File: src/common/vupm_pkg.sv
// Purpose: shared constants for the video port management attribute bank
// Assumes: one attribute per index on the management access port
// Notes:   attribute indices follow the order of the attribute list
package vupm_pkg;

    localparam logic [2:0] VUPM_ATTR_PORT_ID    = 3'h1;
    localparam logic [2:0] VUPM_ATTR_ADMIN      = 3'h2;
    localparam logic [2:0] VUPM_ATTR_OPER       = 3'h3;
    localparam logic [2:0] VUPM_ATTR_INHIBIT    = 3'h4;
    localparam logic [2:0] VUPM_ATTR_INTERVAL   = 3'h5;
    localparam logic [2:0] VUPM_ATTR_POWER      = 3'h6;

    localparam logic [7:0] VUPM_ADMIN_RST       = 8'h00;
    localparam logic [7:0] VUPM_POWER_RST       = 8'h00;
    localparam logic [7:0] VUPM_INHIBIT_RST     = 8'h00;
    localparam logic [7:0] VUPM_INTERVAL_RST    = 8'h00;
    localparam logic [7:0] VUPM_VAL_LOCKED      = 8'h01;
    localparam logic [7:0] VUPM_VAL_ON          = 8'h01;
    localparam logic [7:0] VUPM_OPER_ENABLED    = 8'h00;
    localparam logic [7:0] VUPM_OPER_DISABLED   = 8'h01;

    localparam logic [3:0] VUPM_NOTICE_OPER     = 4'h2;
    localparam logic [3:0] VUPM_NOTICE_TIMER    = 4'h3;
    localparam logic [7:0] VUPM_ALARM_LOS       = 8'h00;
    localparam logic [7:0] VUPM_ALARM_LOW       = 8'h01;
    localparam logic [7:0] VUPM_ALARM_HIGH      = 8'h02;

    // one interval unit is one minute: 60 s at 250 MHz
    localparam real         VUPM_CLK_MHZ        = 250.0;
    localparam int          VUPM_UNIT_S         = 60;
    localparam longint      VUPM_UNIT_CYCLES    = longint'(VUPM_UNIT_S) * 250_000_000;

endpackage

File: src/verilog/vupm_attr_bank.sv
// Purpose: management attribute bank of one RF video user-side port
// Assumes: get/set strobes come from the management channel logic
// Notes:   alarms are raised as pulse plus code; each code also has a level output
// Notes on behaviour
// port identifier is slot byte high, port byte low, sixteen bits
// lock attribute is one read/write byte; 1 locks, 0 unlocks
// locked port blocks user functions and silences alarms and change notices
// operating condition reads 0 when capable, 1 when not
// power feed byte 1 enables coax power; 0 after reset disables it
// operating condition change emits change notice 2 unless locked
// alarm 0 raised when no video signal is present
// alarm 1 raised when rf output is below rated level
// alarm 2 raised when rf output is above rated level
// entity exists when built in, provisioned, or plug-and-play fitted
// entity removed once slot neither provisioned nor fitted
// manager uses only get and set, no create or delete
// inhibit withholds alarm pulses, not alarm_active, for interval; expiry emits change notice 3; here it lasts interval plus one unit
`timescale 1ns/10ps
module vupm_attr_bank
    import vupm_pkg::*;
#(
    parameter longint UNIT_CYCLES = VUPM_UNIT_CYCLES
) (
    input  wire logic       clk_sys,
    input  wire logic       srst,
    input  wire logic [7:0] slot_num,
    input  wire logic [7:0] port_num,
    input  wire logic       factory_port,
    input  wire logic       slot_provisioned,
    input  wire logic       slot_fitted,
    input  wire logic       port_fault,
    input  wire logic       video_signal_absent,
    input  wire logic       rf_level_under_range,
    input  wire logic       rf_level_over_range,
    input  wire logic       get_req,
    input  wire logic       set_req,
    input  wire logic [2:0] attr_sel,
    input  wire logic [7:0] set_data,
    output logic [15:0]     get_data,
    output logic            get_ack,
    output logic            set_ack,
    output logic            attr_error,
    output logic            entity_present,
    output logic            user_enable,
    output logic            coax_power_on,
    output logic            alarm_pulse,
    output logic [7:0]      alarm_code,
    output logic [2:0]      alarm_active,
    output logic            attribute_change_notice,
    output logic [3:0]      notice_number
);
    typedef struct packed {
        logic [15:0] get_data;
        logic        get_ack;
        logic        set_ack;
        logic        attr_error;
        logic        present;
        logic [7:0]  admin_lock;
        logic [7:0]  operating_condition;
        logic [7:0]  alarm_report_inhibit;
        logic [7:0]  alarm_inhibit_interval;
        logic [7:0]  remaining;
        logic [7:0]  coax_power_feed;
        logic [2:0]  alarm_seen;
        logic [2:0]  alarm_active;
        logic        alarm_pulse;
        logic [7:0]  alarm_code;
        logic        notice;
        logic [3:0]  notice_number;
        logic        user_enable;
        logic        power_on;
    } vupm_st_t;

    vupm_st_t st_reg;
    vupm_st_t st_next;
    logic     unit_tick;
    logic     locked;
    logic     inhibit_on;
    logic [2:0] cond_now;
    logic [7:0] oper_now;

    function automatic logic attr_valid(input logic [2:0] a);
        attr_valid = (a >= VUPM_ATTR_PORT_ID) && (a <= VUPM_ATTR_POWER);
    endfunction

    function automatic logic attr_writable(input logic [2:0] a);
        attr_writable = (a == VUPM_ATTR_ADMIN) || (a == VUPM_ATTR_INHIBIT) ||
                        (a == VUPM_ATTR_INTERVAL) || (a == VUPM_ATTR_POWER);
    endfunction

    ////////////////////////////////////////////////////////////////////////////
    vupm_tick #(
        .PERIOD (UNIT_CYCLES)
    ) u_tick (
        .clk_sys (clk_sys),
        .srst    (srst),
        .run     (inhibit_on),
        .tick    (unit_tick)
    );

    assign locked     = (st_reg.admin_lock == VUPM_VAL_LOCKED);
    assign inhibit_on = st_reg.present && (st_reg.alarm_report_inhibit != 8'h00);
    assign cond_now   = {rf_level_over_range, rf_level_under_range, video_signal_absent};
    assign oper_now   = (port_fault || !st_reg.present) ? VUPM_OPER_DISABLED
                                                        : VUPM_OPER_ENABLED;

    ////////////////////////////////////////////////////////////////////////////
    always_comb begin
        logic       emit;
        logic [2:0] rising;
        logic       inhibit_wr;
        emit                  = 1'b0;
        rising                = 3'h0;
        inhibit_wr            = 1'b0;
        st_next               = st_reg;
        st_next.get_ack       = 1'b0;
        st_next.set_ack       = 1'b0;
        st_next.attr_error    = 1'b0;
        st_next.alarm_pulse   = 1'b0;
        st_next.notice        = 1'b0;

        st_next.present = factory_port || slot_provisioned || slot_fitted;

        // get and set only; an absent entity answers with an error
        if (get_req) begin
            st_next.get_ack    = 1'b1;
            st_next.attr_error = !attr_valid(attr_sel) || !st_reg.present;
            case (attr_sel)
                VUPM_ATTR_PORT_ID:  st_next.get_data = {slot_num, port_num};
                VUPM_ATTR_ADMIN:    st_next.get_data = {8'h00, st_reg.admin_lock};
                VUPM_ATTR_OPER:     st_next.get_data = {8'h00, st_reg.operating_condition};
                VUPM_ATTR_INHIBIT:  st_next.get_data = {8'h00, st_reg.alarm_report_inhibit};
                VUPM_ATTR_INTERVAL: st_next.get_data = {8'h00, st_reg.alarm_inhibit_interval};
                VUPM_ATTR_POWER:    st_next.get_data = {8'h00, st_reg.coax_power_feed};
                default:            st_next.get_data = 16'h0000;
            endcase
        end else if (set_req) begin
            st_next.set_ack    = 1'b1;
            st_next.attr_error = !attr_writable(attr_sel) || !st_reg.present;
            if (attr_writable(attr_sel) && st_reg.present) begin
                case (attr_sel)
                    VUPM_ATTR_ADMIN:    st_next.admin_lock = set_data;
                    VUPM_ATTR_INHIBIT: begin
                        inhibit_wr                   = 1'b1;
                        st_next.alarm_report_inhibit = set_data;
                        st_next.remaining            = st_reg.alarm_inhibit_interval;
                    end
                    VUPM_ATTR_INTERVAL: st_next.alarm_inhibit_interval = set_data;
                    VUPM_ATTR_POWER:    st_next.coax_power_feed = set_data;
                    default:            st_next.attr_error = 1'b1;
                endcase
            end
        end

        // inhibit interval countdown; expiry clears the inhibit
        // a fresh inhibit write restarts the countdown, so it wins over expiry
        if (inhibit_on && unit_tick && !inhibit_wr) begin
            if (st_reg.remaining == 8'h00) begin
                st_next.alarm_report_inhibit = 8'h00;
                emit = !locked;
                st_next.notice_number = VUPM_NOTICE_TIMER;
            end else begin
                st_next.remaining = st_reg.remaining - 8'h01;
            end
        end

        // operating condition change wins the notice slot over the timer
        st_next.operating_condition = oper_now;
        if (oper_now != st_reg.operating_condition && !locked) begin
            emit = 1'b1;
            st_next.notice_number = VUPM_NOTICE_OPER;
        end
        st_next.notice = emit;

        // alarms: one code per cycle, lowest number first, rest caught next cycle
        st_next.alarm_active = locked ? 3'h0 : (cond_now & {3{st_reg.present}});
        rising = cond_now & ~st_reg.alarm_seen & {3{st_reg.present}};
        if (!locked && !inhibit_on) begin
            if (rising[0]) begin
                st_next.alarm_pulse   = 1'b1;
                st_next.alarm_code    = VUPM_ALARM_LOS;
                st_next.alarm_seen[0] = 1'b1;
            end else if (rising[1]) begin
                st_next.alarm_pulse   = 1'b1;
                st_next.alarm_code    = VUPM_ALARM_LOW;
                st_next.alarm_seen[1] = 1'b1;
            end else if (rising[2]) begin
                st_next.alarm_pulse   = 1'b1;
                st_next.alarm_code    = VUPM_ALARM_HIGH;
                st_next.alarm_seen[2] = 1'b1;
            end
        end
        st_next.alarm_seen = st_next.alarm_seen & cond_now;

        st_next.user_enable = st_reg.present && !locked;
        st_next.power_on    = st_reg.present && !locked &&
                              (st_reg.coax_power_feed == VUPM_VAL_ON);

        // removal returns attributes to their defaults
        if (!st_next.present) begin
            st_next.admin_lock             = VUPM_ADMIN_RST;
            st_next.alarm_report_inhibit   = VUPM_INHIBIT_RST;
            st_next.alarm_inhibit_interval = VUPM_INTERVAL_RST;
            st_next.coax_power_feed        = VUPM_POWER_RST;
        end
    end

    always_ff @(posedge clk_sys) begin
        if (srst) begin
            st_reg                     <= '0;
            st_reg.admin_lock          <= VUPM_ADMIN_RST;
            st_reg.coax_power_feed     <= VUPM_POWER_RST;
            st_reg.operating_condition <= VUPM_OPER_DISABLED;
        end else begin
            st_reg <= st_next;
        end
    end

    assign get_data                = st_reg.get_data;
    assign get_ack                 = st_reg.get_ack;
    assign set_ack                 = st_reg.set_ack;
    assign attr_error              = st_reg.attr_error;
    assign entity_present          = st_reg.present;
    assign user_enable             = st_reg.user_enable;
    assign coax_power_on           = st_reg.power_on;
    assign alarm_pulse             = st_reg.alarm_pulse;
    assign alarm_code              = st_reg.alarm_code;
    assign alarm_active            = st_reg.alarm_active;
    assign attribute_change_notice = st_reg.notice;
    assign notice_number           = st_reg.notice_number;

    ////////////////////////////////////////////////////////////////////////////
    a_get_port_id: assert property (@(posedge clk_sys) disable iff (srst)
        get_req && !set_req && attr_sel == VUPM_ATTR_PORT_ID |=>
        get_ack && get_data == {$past(slot_num), $past(port_num)})
        else $error("port identifier mismatch");

    a_lock_stored: assert property (@(posedge clk_sys) disable iff (srst)
        set_req && !get_req && attr_sel == VUPM_ATTR_ADMIN && entity_present |=>
        st_reg.admin_lock == $past(set_data) || !entity_present)
        else $error("lock write not stored");

    a_lock_silences: assert property (@(posedge clk_sys) disable iff (srst)
        locked |=> !alarm_pulse || !$past(locked))
        else $error("alarm while locked");

    a_lock_users: assert property (@(posedge clk_sys) disable iff (srst)
        $past(locked) |-> !user_enable && !coax_power_on)
        else $error("user function while locked");

    a_oper_value: assert property (@(posedge clk_sys) disable iff (srst)
        get_req && !set_req && attr_sel == VUPM_ATTR_OPER |=>
        get_data == {8'h00, (($past(port_fault, 2) || !$past(entity_present, 2)) ?
        VUPM_OPER_DISABLED : VUPM_OPER_ENABLED)})
        else $error("operating condition wrong");

    a_oper_notice: assert property (@(posedge clk_sys) disable iff (srst)
        oper_now != st_reg.operating_condition && !locked |=>
        attribute_change_notice && notice_number == VUPM_NOTICE_OPER)
        else $error("missing change notice 2");

    a_los_alarm: assert property (@(posedge clk_sys) disable iff (srst)
        !locked && !inhibit_on && video_signal_absent && !st_reg.alarm_seen[0] &&
        st_reg.present |=> alarm_pulse && alarm_code == VUPM_ALARM_LOS)
        else $error("missing signal alarm");

    a_power_reset: assert property (@(posedge clk_sys)
        srst |=> st_reg.coax_power_feed == VUPM_POWER_RST && !coax_power_on)
        else $error("power feed not off after reset");

    a_inhibit_quiet: assert property (@(posedge clk_sys) disable iff (srst)
        inhibit_on |=> !alarm_pulse)
        else $error("alarm during inhibit");

    a_presence: assert property (@(posedge clk_sys) disable iff (srst)
        (factory_port || slot_provisioned || slot_fitted) |=> entity_present)
        else $error("entity not created");
endmodule

File: src/verilog/vupm_tick.sv
// Purpose: enable pulse divider for the inhibit interval
// Assumes: period at least 1
// Notes:   pulse is one clk_sys cycle wide
`timescale 1ns/10ps
module vupm_tick
    import vupm_pkg::*;
#(
    parameter longint PERIOD = VUPM_UNIT_CYCLES
) (
    input  wire logic clk_sys,
    input  wire logic srst,
    input  wire logic run,
    output logic      tick
);
    typedef struct packed {
        logic [39:0] cnt;
        logic        tick;
    } vupm_tick_st_t;

    vupm_tick_st_t st_reg;
    vupm_tick_st_t st_next;

    always_comb begin
        st_next      = st_reg;
        st_next.tick = 1'b0;
        if (!run) begin
            st_next.cnt = 40'h0;
        end else if (st_reg.cnt == 40'(PERIOD - 1)) begin
            st_next.cnt  = 40'h0;
            st_next.tick = 1'b1;
        end else begin
            st_next.cnt = st_reg.cnt + 40'h1;
        end
    end

    always_ff @(posedge clk_sys) begin
        if (srst) begin
            st_reg <= '0;
        end else begin
            st_reg <= st_next;
        end
    end

    assign tick = st_reg.tick;
endmodule
File: config.mk
export PLATFORM = sky130hd
export DESIGN_NAME = vupm_attr_bank
export DESIGN_NICKNAME = d
export VERILOG_FILES = /design/src/common/vupm_pkg.sv /design/src/verilog/vupm_attr_bank.sv /design/src/verilog/vupm_tick.sv
export SDC_FILE = /design/constraint.sdc
export NUM_CORES = 1
export LEC_CHECK = 0
export ABC_AREA = 1
export BUFFER_PORTS_ARGS = -buffer_cell sky130_fd_sc_hd__buf_2
export CAP_MARGIN = 30
export CORE_MARGIN = 2
export CORE_UTILIZATION = 35
export DETAILED_ROUTE_END_ITERATION = 10
export GPL_TIMING_DRIVEN = 0
export SETUP_SLACK_MARGIN = 0.4
export SLEW_MARGIN = 20
export SYNTH_ARGS = -nofsm -noshare
export SYNTH_HDL_FRONTEND = slang
export SYNTH_HIERARCHICAL = 1
export SYNTH_SLANG_ARGS = --single-unit
File: constraint.sdc
create_clock -name clk_sys -period 2.1 [get_ports clk_sys]
set_clock_uncertainty 0.1 [all_clocks]
set_input_delay 0.315 -clock clk_sys [delete_from_list [all_inputs] [get_ports clk_sys]]
set_output_delay 0.315 -clock clk_sys [all_outputs]
set_load 0.02 [all_outputs]
* After elaboration in Yosys (flattened, before gate mapping)
Index checks and enable logic that the tools add are counted.
** Storage, ports and cells
- Logic and storage cells :: 125
- Register bits after elaboration :: 129
- Input port bits :: 38
** Operators by class
- $add $sub $neg :: 2
- Bitwise gates (word level) :: 9
- $lt $le $gt $ge :: 2
- Reduce and logical (&&, ||, !) cells :: 42
- Mux-type cells :: 38
- Equality and inequality tests :: 10
** Operators with widths (count)
- 32-bit 2-to-1 mux :: 3
- 16-bit case mux with 6 select lines :: 1
- 8-bit 2-to-1 mux :: 8
- 40-bit by 1-bit adder with 40-bit output (second input constant) :: 1
- 40-bit by 34-bit == test with 1-bit output (second input constant) :: 1
- 9-bit 2-to-1 mux :: 3
- 1-bit 2-to-1 mux :: 17
- 8-bit by 1-bit == test with 1-bit output (second input constant) :: 2
- 3-bit AND :: 4
- 4-bit AND reduction :: 3
- 2-bit OR reduction :: 6
- 2-bit 2-to-1 mux :: 5
- 3-bit == test (second input constant) :: 3
- 1-bit logical AND :: 9
- 8-bit logical NOT :: 1
- 1-bit logical OR :: 8
- 1-bit by 8-bit != test with 1-bit output :: 1
- 8-bit nonzero test :: 1
- 8-bit by 1-bit subtractor with 8-bit output (second input constant) :: 1
- 3-bit by 2-bit == test with 1-bit output (second input constant) :: 2
- 1-bit logical NOT :: 6
- 2-bit AND reduction :: 3
- 1-bit NOT :: 4
- 2-bit nonzero test :: 2
- other kinds (8) :: 8

* Depth between registers and ports, before layout
- Word-level depth :: 12
- Mapped depth :: 10
- Depth with buffers taken out :: 9

* By module
The synthesis kept the hierarchy.
** By module, submodules not included
- vupm_attr_bank :: seq. area each 1501.4 µm², area each 3751.1 µm², cells an instance 541, instances 1
- vupm_tick :: seq. area each 820.8 µm², area each 2282.2 µm², cells an instance 361, instances 1

* Worst setup path before layout
Ideal clock, no wire load.
- Path type :: reg2reg
- Start :: reg st_reg, in the netlist entity_present
- End :: reg u_tick/st_reg[19] (netlist name)
- Arrival :: 1668 ps
- Path buffers :: 2
- Clock period less this slack :: 1838 ps
- Cell stages (with the launch flop) :: 9
- Library setup time :: 70 ps
- Setup slack :: 262 ps
- Required time :: 1930 ps
- Cell sequence :: dfxtp_1 -> buf_2 -> inv_1 -> nor2_1 -> inv_1 -> nor2_1 -> nand2_4 -> buf_6 -> a21oi_1
** Between the ends
- Longest elaborated chain between the ends :: 3
** Ends and longest elaborated chain
- start, declared :: RTL line vupm_attr_bank.sv:74 : vupm_st_t st_reg;
- start signal, assigned :: RTL line vupm_attr_bank.sv:215 : st_reg <= st_next;
- 1-bit logical AND :: RTL line vupm_attr_bank.sv:102 : assign inhibit_on = st_reg.present && (st_reg.alarm_report_inhibit != 8'h00);
- via inhibit_on :: RTL line vupm_attr_bank.sv:78 : logic inhibit_on;
- 1-bit NOT (no source line)
- 3-bit OR reduction (no source line)
- end signal, assigned :: RTL line vupm_tick.sv:40 : st_reg <= st_next;
- end, declared :: RTL line vupm_tick.sv:20 : vupm_tick_st_t st_reg;
The timed path passes the listed nets, and every way through them passes these cells.
A chain may end at the register's enable or synchronous reset.

* Worst setup path after layout
- Start :: reg u_tick/st_reg[1] (netlist name)
- End :: reg u_tick/st_reg[3] (netlist name)
** Between the ends
- Longest elaborated chain between the ends :: 2
- Elaborated cells between the ends (all ways) :: 3
- Those cells by class :: 1 x add/sub; 1 x eq/ne; 1 x reduce/logical
** Ends and longest elaborated chain
- branches (longest 2 deep; another with 40-bit by 1-bit adder with 40-bit output)
Several ways; the timed one is not identified.

==> flow_metrics.tcl <==
set metrics [dict create \
    synth-edff-count 0 \
    clock_path_buffers 2 \
    drc 0 \
    worstSetupPathType "reg2reg" \
    wl_per_cell_um 12.86 \
    end_kind "register" \
    required_ps 2300 \
    cp_max_fo 8 \
    ctsHoldBuffers 0 \
    grt_setup_unrepaired "true" \
    worst_hold_path_type "in2reg" \
    cts-root-buf "clkbuf_16" \
    status "complete, no violations" \
    vias_per_cell 4.635 \
    largest_register_ff_count 44 \
    grt_use_met2 0.2868 \
    grt_overflow 0 \
    cts_buffers 17 \
    grt_pass1_vias 5161 \
    period_needed_ps 1680 \
    grt_max_degree 17 \
    path_clk_slew_ps 50 \
    ys_ff_latch 116 \
    grt_usage 0.1759 \
    synthArstFlopShare 0 \
    final_cell_area_sq_mm 0.007605 \
    cts.sinks 116 \
    place_hpwl_um 12070 \
    cap_violations 0 \
    p_per_area_mw_per_mm2 718.7 \
    tritoncts "built" \
    cp_data_arrival_time_ps 1880 \
    die_x_um 135.3 \
    hold_start "slot_num[6]" \
    ant_nets 0 \
    multi_input_area_sq_mm 0.003168 \
    io_pins 77 \
    core-area_sq_mm 0.01706 \
    setup.worst_path.start "u_tick/st_reg[1]$_SDFF_PP0_" \
    met3_usage 0.04564 \
    synth_seq_area_share 0.3849 \
    port_buffers 67 \
    ir_worst_vdd_mv 0.5999 \
    routed_wl_um 16040 \
    p_leak_nw 3.010 \
    fin_setup_tns_ps 0 \
    die_h_um 135.3 \
    synth_area_leader_cell "dfxtp_1" \
    seq_area_sq_mm 0.002328 \
    clock_latency_ps 410 \
    htree_levels 4 \
    fin_crit_sh 0.7998 \
    dp_cells 1201 \
    drt_iter0_drc 336 \
    synth_common_cells "228 x nand2_1, 169 x nor2_1, 116 x dfxtp_1" \
    holdPathStages 3 \
    synth_area_sq_mm 0.006033 \
    antenna_found_initial 0 \
    yosysMostFrequentCell "nand2_1" \
    yosys_warnings 6 \
    synth_area_leaders "dfxtp_1 38%, nand2_1 14%, nor2_1 11%" \
    syn_inst 902 \
    vias 5780 \
    slew_headroom 0.6520 \
    synth.distinct_cells 33 \
    nFillCells 1808 \
    area_growth_pct 26.05 \
    globalRouteMet1Util 0.2270 \
    worst_pin_slew_ps 522.0 \
    initial_utilization 0.3537 \
    setup_viol 0 \
    final_nets 1051 \
    cp-start-kind "register" \
    gp_congestion 0.9175 \
    grt_pass1_wl_um 25060 \
    busiest_layer "met2" \
    placed_area_sq_mm 0.006681 \
    final_cell_count_no_fill 1247 \
    synth_top_area_share 0.3849 \
    worstRegToRegCells 9 \
    synthFlopType "dfxtp_1" \
    drive_gt1_frac 0.2133 \
    fmax_mhz 595.4 \
    hold_violations 0 \
    dieArea_sq_mm 0.01830 \
    synth.avg_cell_area_sq_um 6.689 \
    n_antenna_cell 0 \
    rows 48 \
    regToRegStartpoint "u_tick/st_reg[1]$_SDFF_PP0_" \
    drt_pre_antenna_iters 5 \
    report.final.slew_viol_count 0 \
]
-- placed cells by master (no fill, tap or decap), types with 3 or more instances in the layout --
cell	n
nand3_1	47
nand2_1	227
xnor2_1	7
buf_8	4
clkinv_2	5
dfxtp_1	113
or2_2	3
clkbuf_8	4
inv_2	5
nand3_2	7
xor2_1	17
buf_6	5
nor2_4	18
inv_1	83
nand2_4	3
nand4_1	18
o21ai_1	15
clkbuf_16	19
nor2_1	159
o21ai_0	41
nand3b_1	4
clkinv_4	3
a21oi_1	50
nor2_2	10
conb_1	8
clkbuf_1	8
nand2_2	4
buf_4	47
buf_2	69
-- cells by family (layout without fill, tap and decap cells) --
family / Yosys count / in the layout / synth area share
DFF: 116 / 116 / 0.3849
buffers and inverters: 143 / 256 / 0.1211
adders and majority gates: 3 / 3 / 0.006222
other: 1 / 8 / 0.0006216
xor gates and xnor gates: 25 / 25 / 0.03629
AOI/OAI and AO/OA: 107 / 107 / 0.08918
and+or+nand+nor: 507 / 507 / 0.3617
-- layout make-up --
class / instances / share of cell area
buffer: 52 / 0.05314
clock buffer: 22 / 0.06367
clock inverter: 9 / 0.01349
inverter: 91 / 0.04590
multi-input combinational: 650 / 0.4166
sequential: 116 / 0.3062
tap: 225 / 0.03702
timing repair buffer: 82 / 0.06400
-- what timing repair did --
item | CTS | global route
pin swaps | 4 | 10
setup endpoints to repair | 62 | 73
setup buffers | 4 | 9
resized for setup | 12 | 35
gates cloned | 0 | 2
-- power breakdown --
part / leakage, nW / total [mW] / internal (mW) / switching (mW)
logic: 1.77 / 0.358 / 0.134 / 0.225
clock network: 0.295 / 2.86 / 1.86 / 1.00
registers: 0.941 / 2.25 / 2.23 / 0.0148
-- worst paths after layout --
check | endpoint | slack, ps
worst min-delay path | get_data[14]$_SDFFE_PP0P_ | 50
worst min register to register | u_tick/st_reg[1]$_SDFF_PP0_ | 340
worst max-delay path | u_tick/st_reg[3]$_SDFF_PP0_ | 420
worst max register to register | u_tick/st_reg[3]$_SDFF_PP0_ | 420
-- stage by stage --
step | hold slack, ps | setup slack (ps) | util | total power, mW
6_report | 46.27 | 420.5 | 0.4459 | 5.466
5_1_grt | 33.14 | 361.6 | 0.4459 | 5.667
4_1_cts | 25.21 | 403.0 | 0.4309 | 5.519
3_5_place_dp | 341.0 | 127.7 | 0.3917 | 2.641
3_3_place_gp | 338.7 | 159.4 | 0.3917 | 2.640
2_1_floorplan | 284.1 | 417.1 | - | 2.515
-- layer usage --
metal,wire (um),share of wire
met5,0,0
met4,297,0.019
met3,637,0.040
met2,7540,0.47
met1,7560,0.47
-- critical path, stage by stage, from the launching register on --
cell       delay (ps)
dfxtp_4           360
ha_4              150
nand2_2            70
nor2_4            190
nand2_4            90
nor2_4            130
nand3_4           130
nand2_8           150
clkbuf_16         170
nor2_1             40
(Power assumes the default switching activity.)
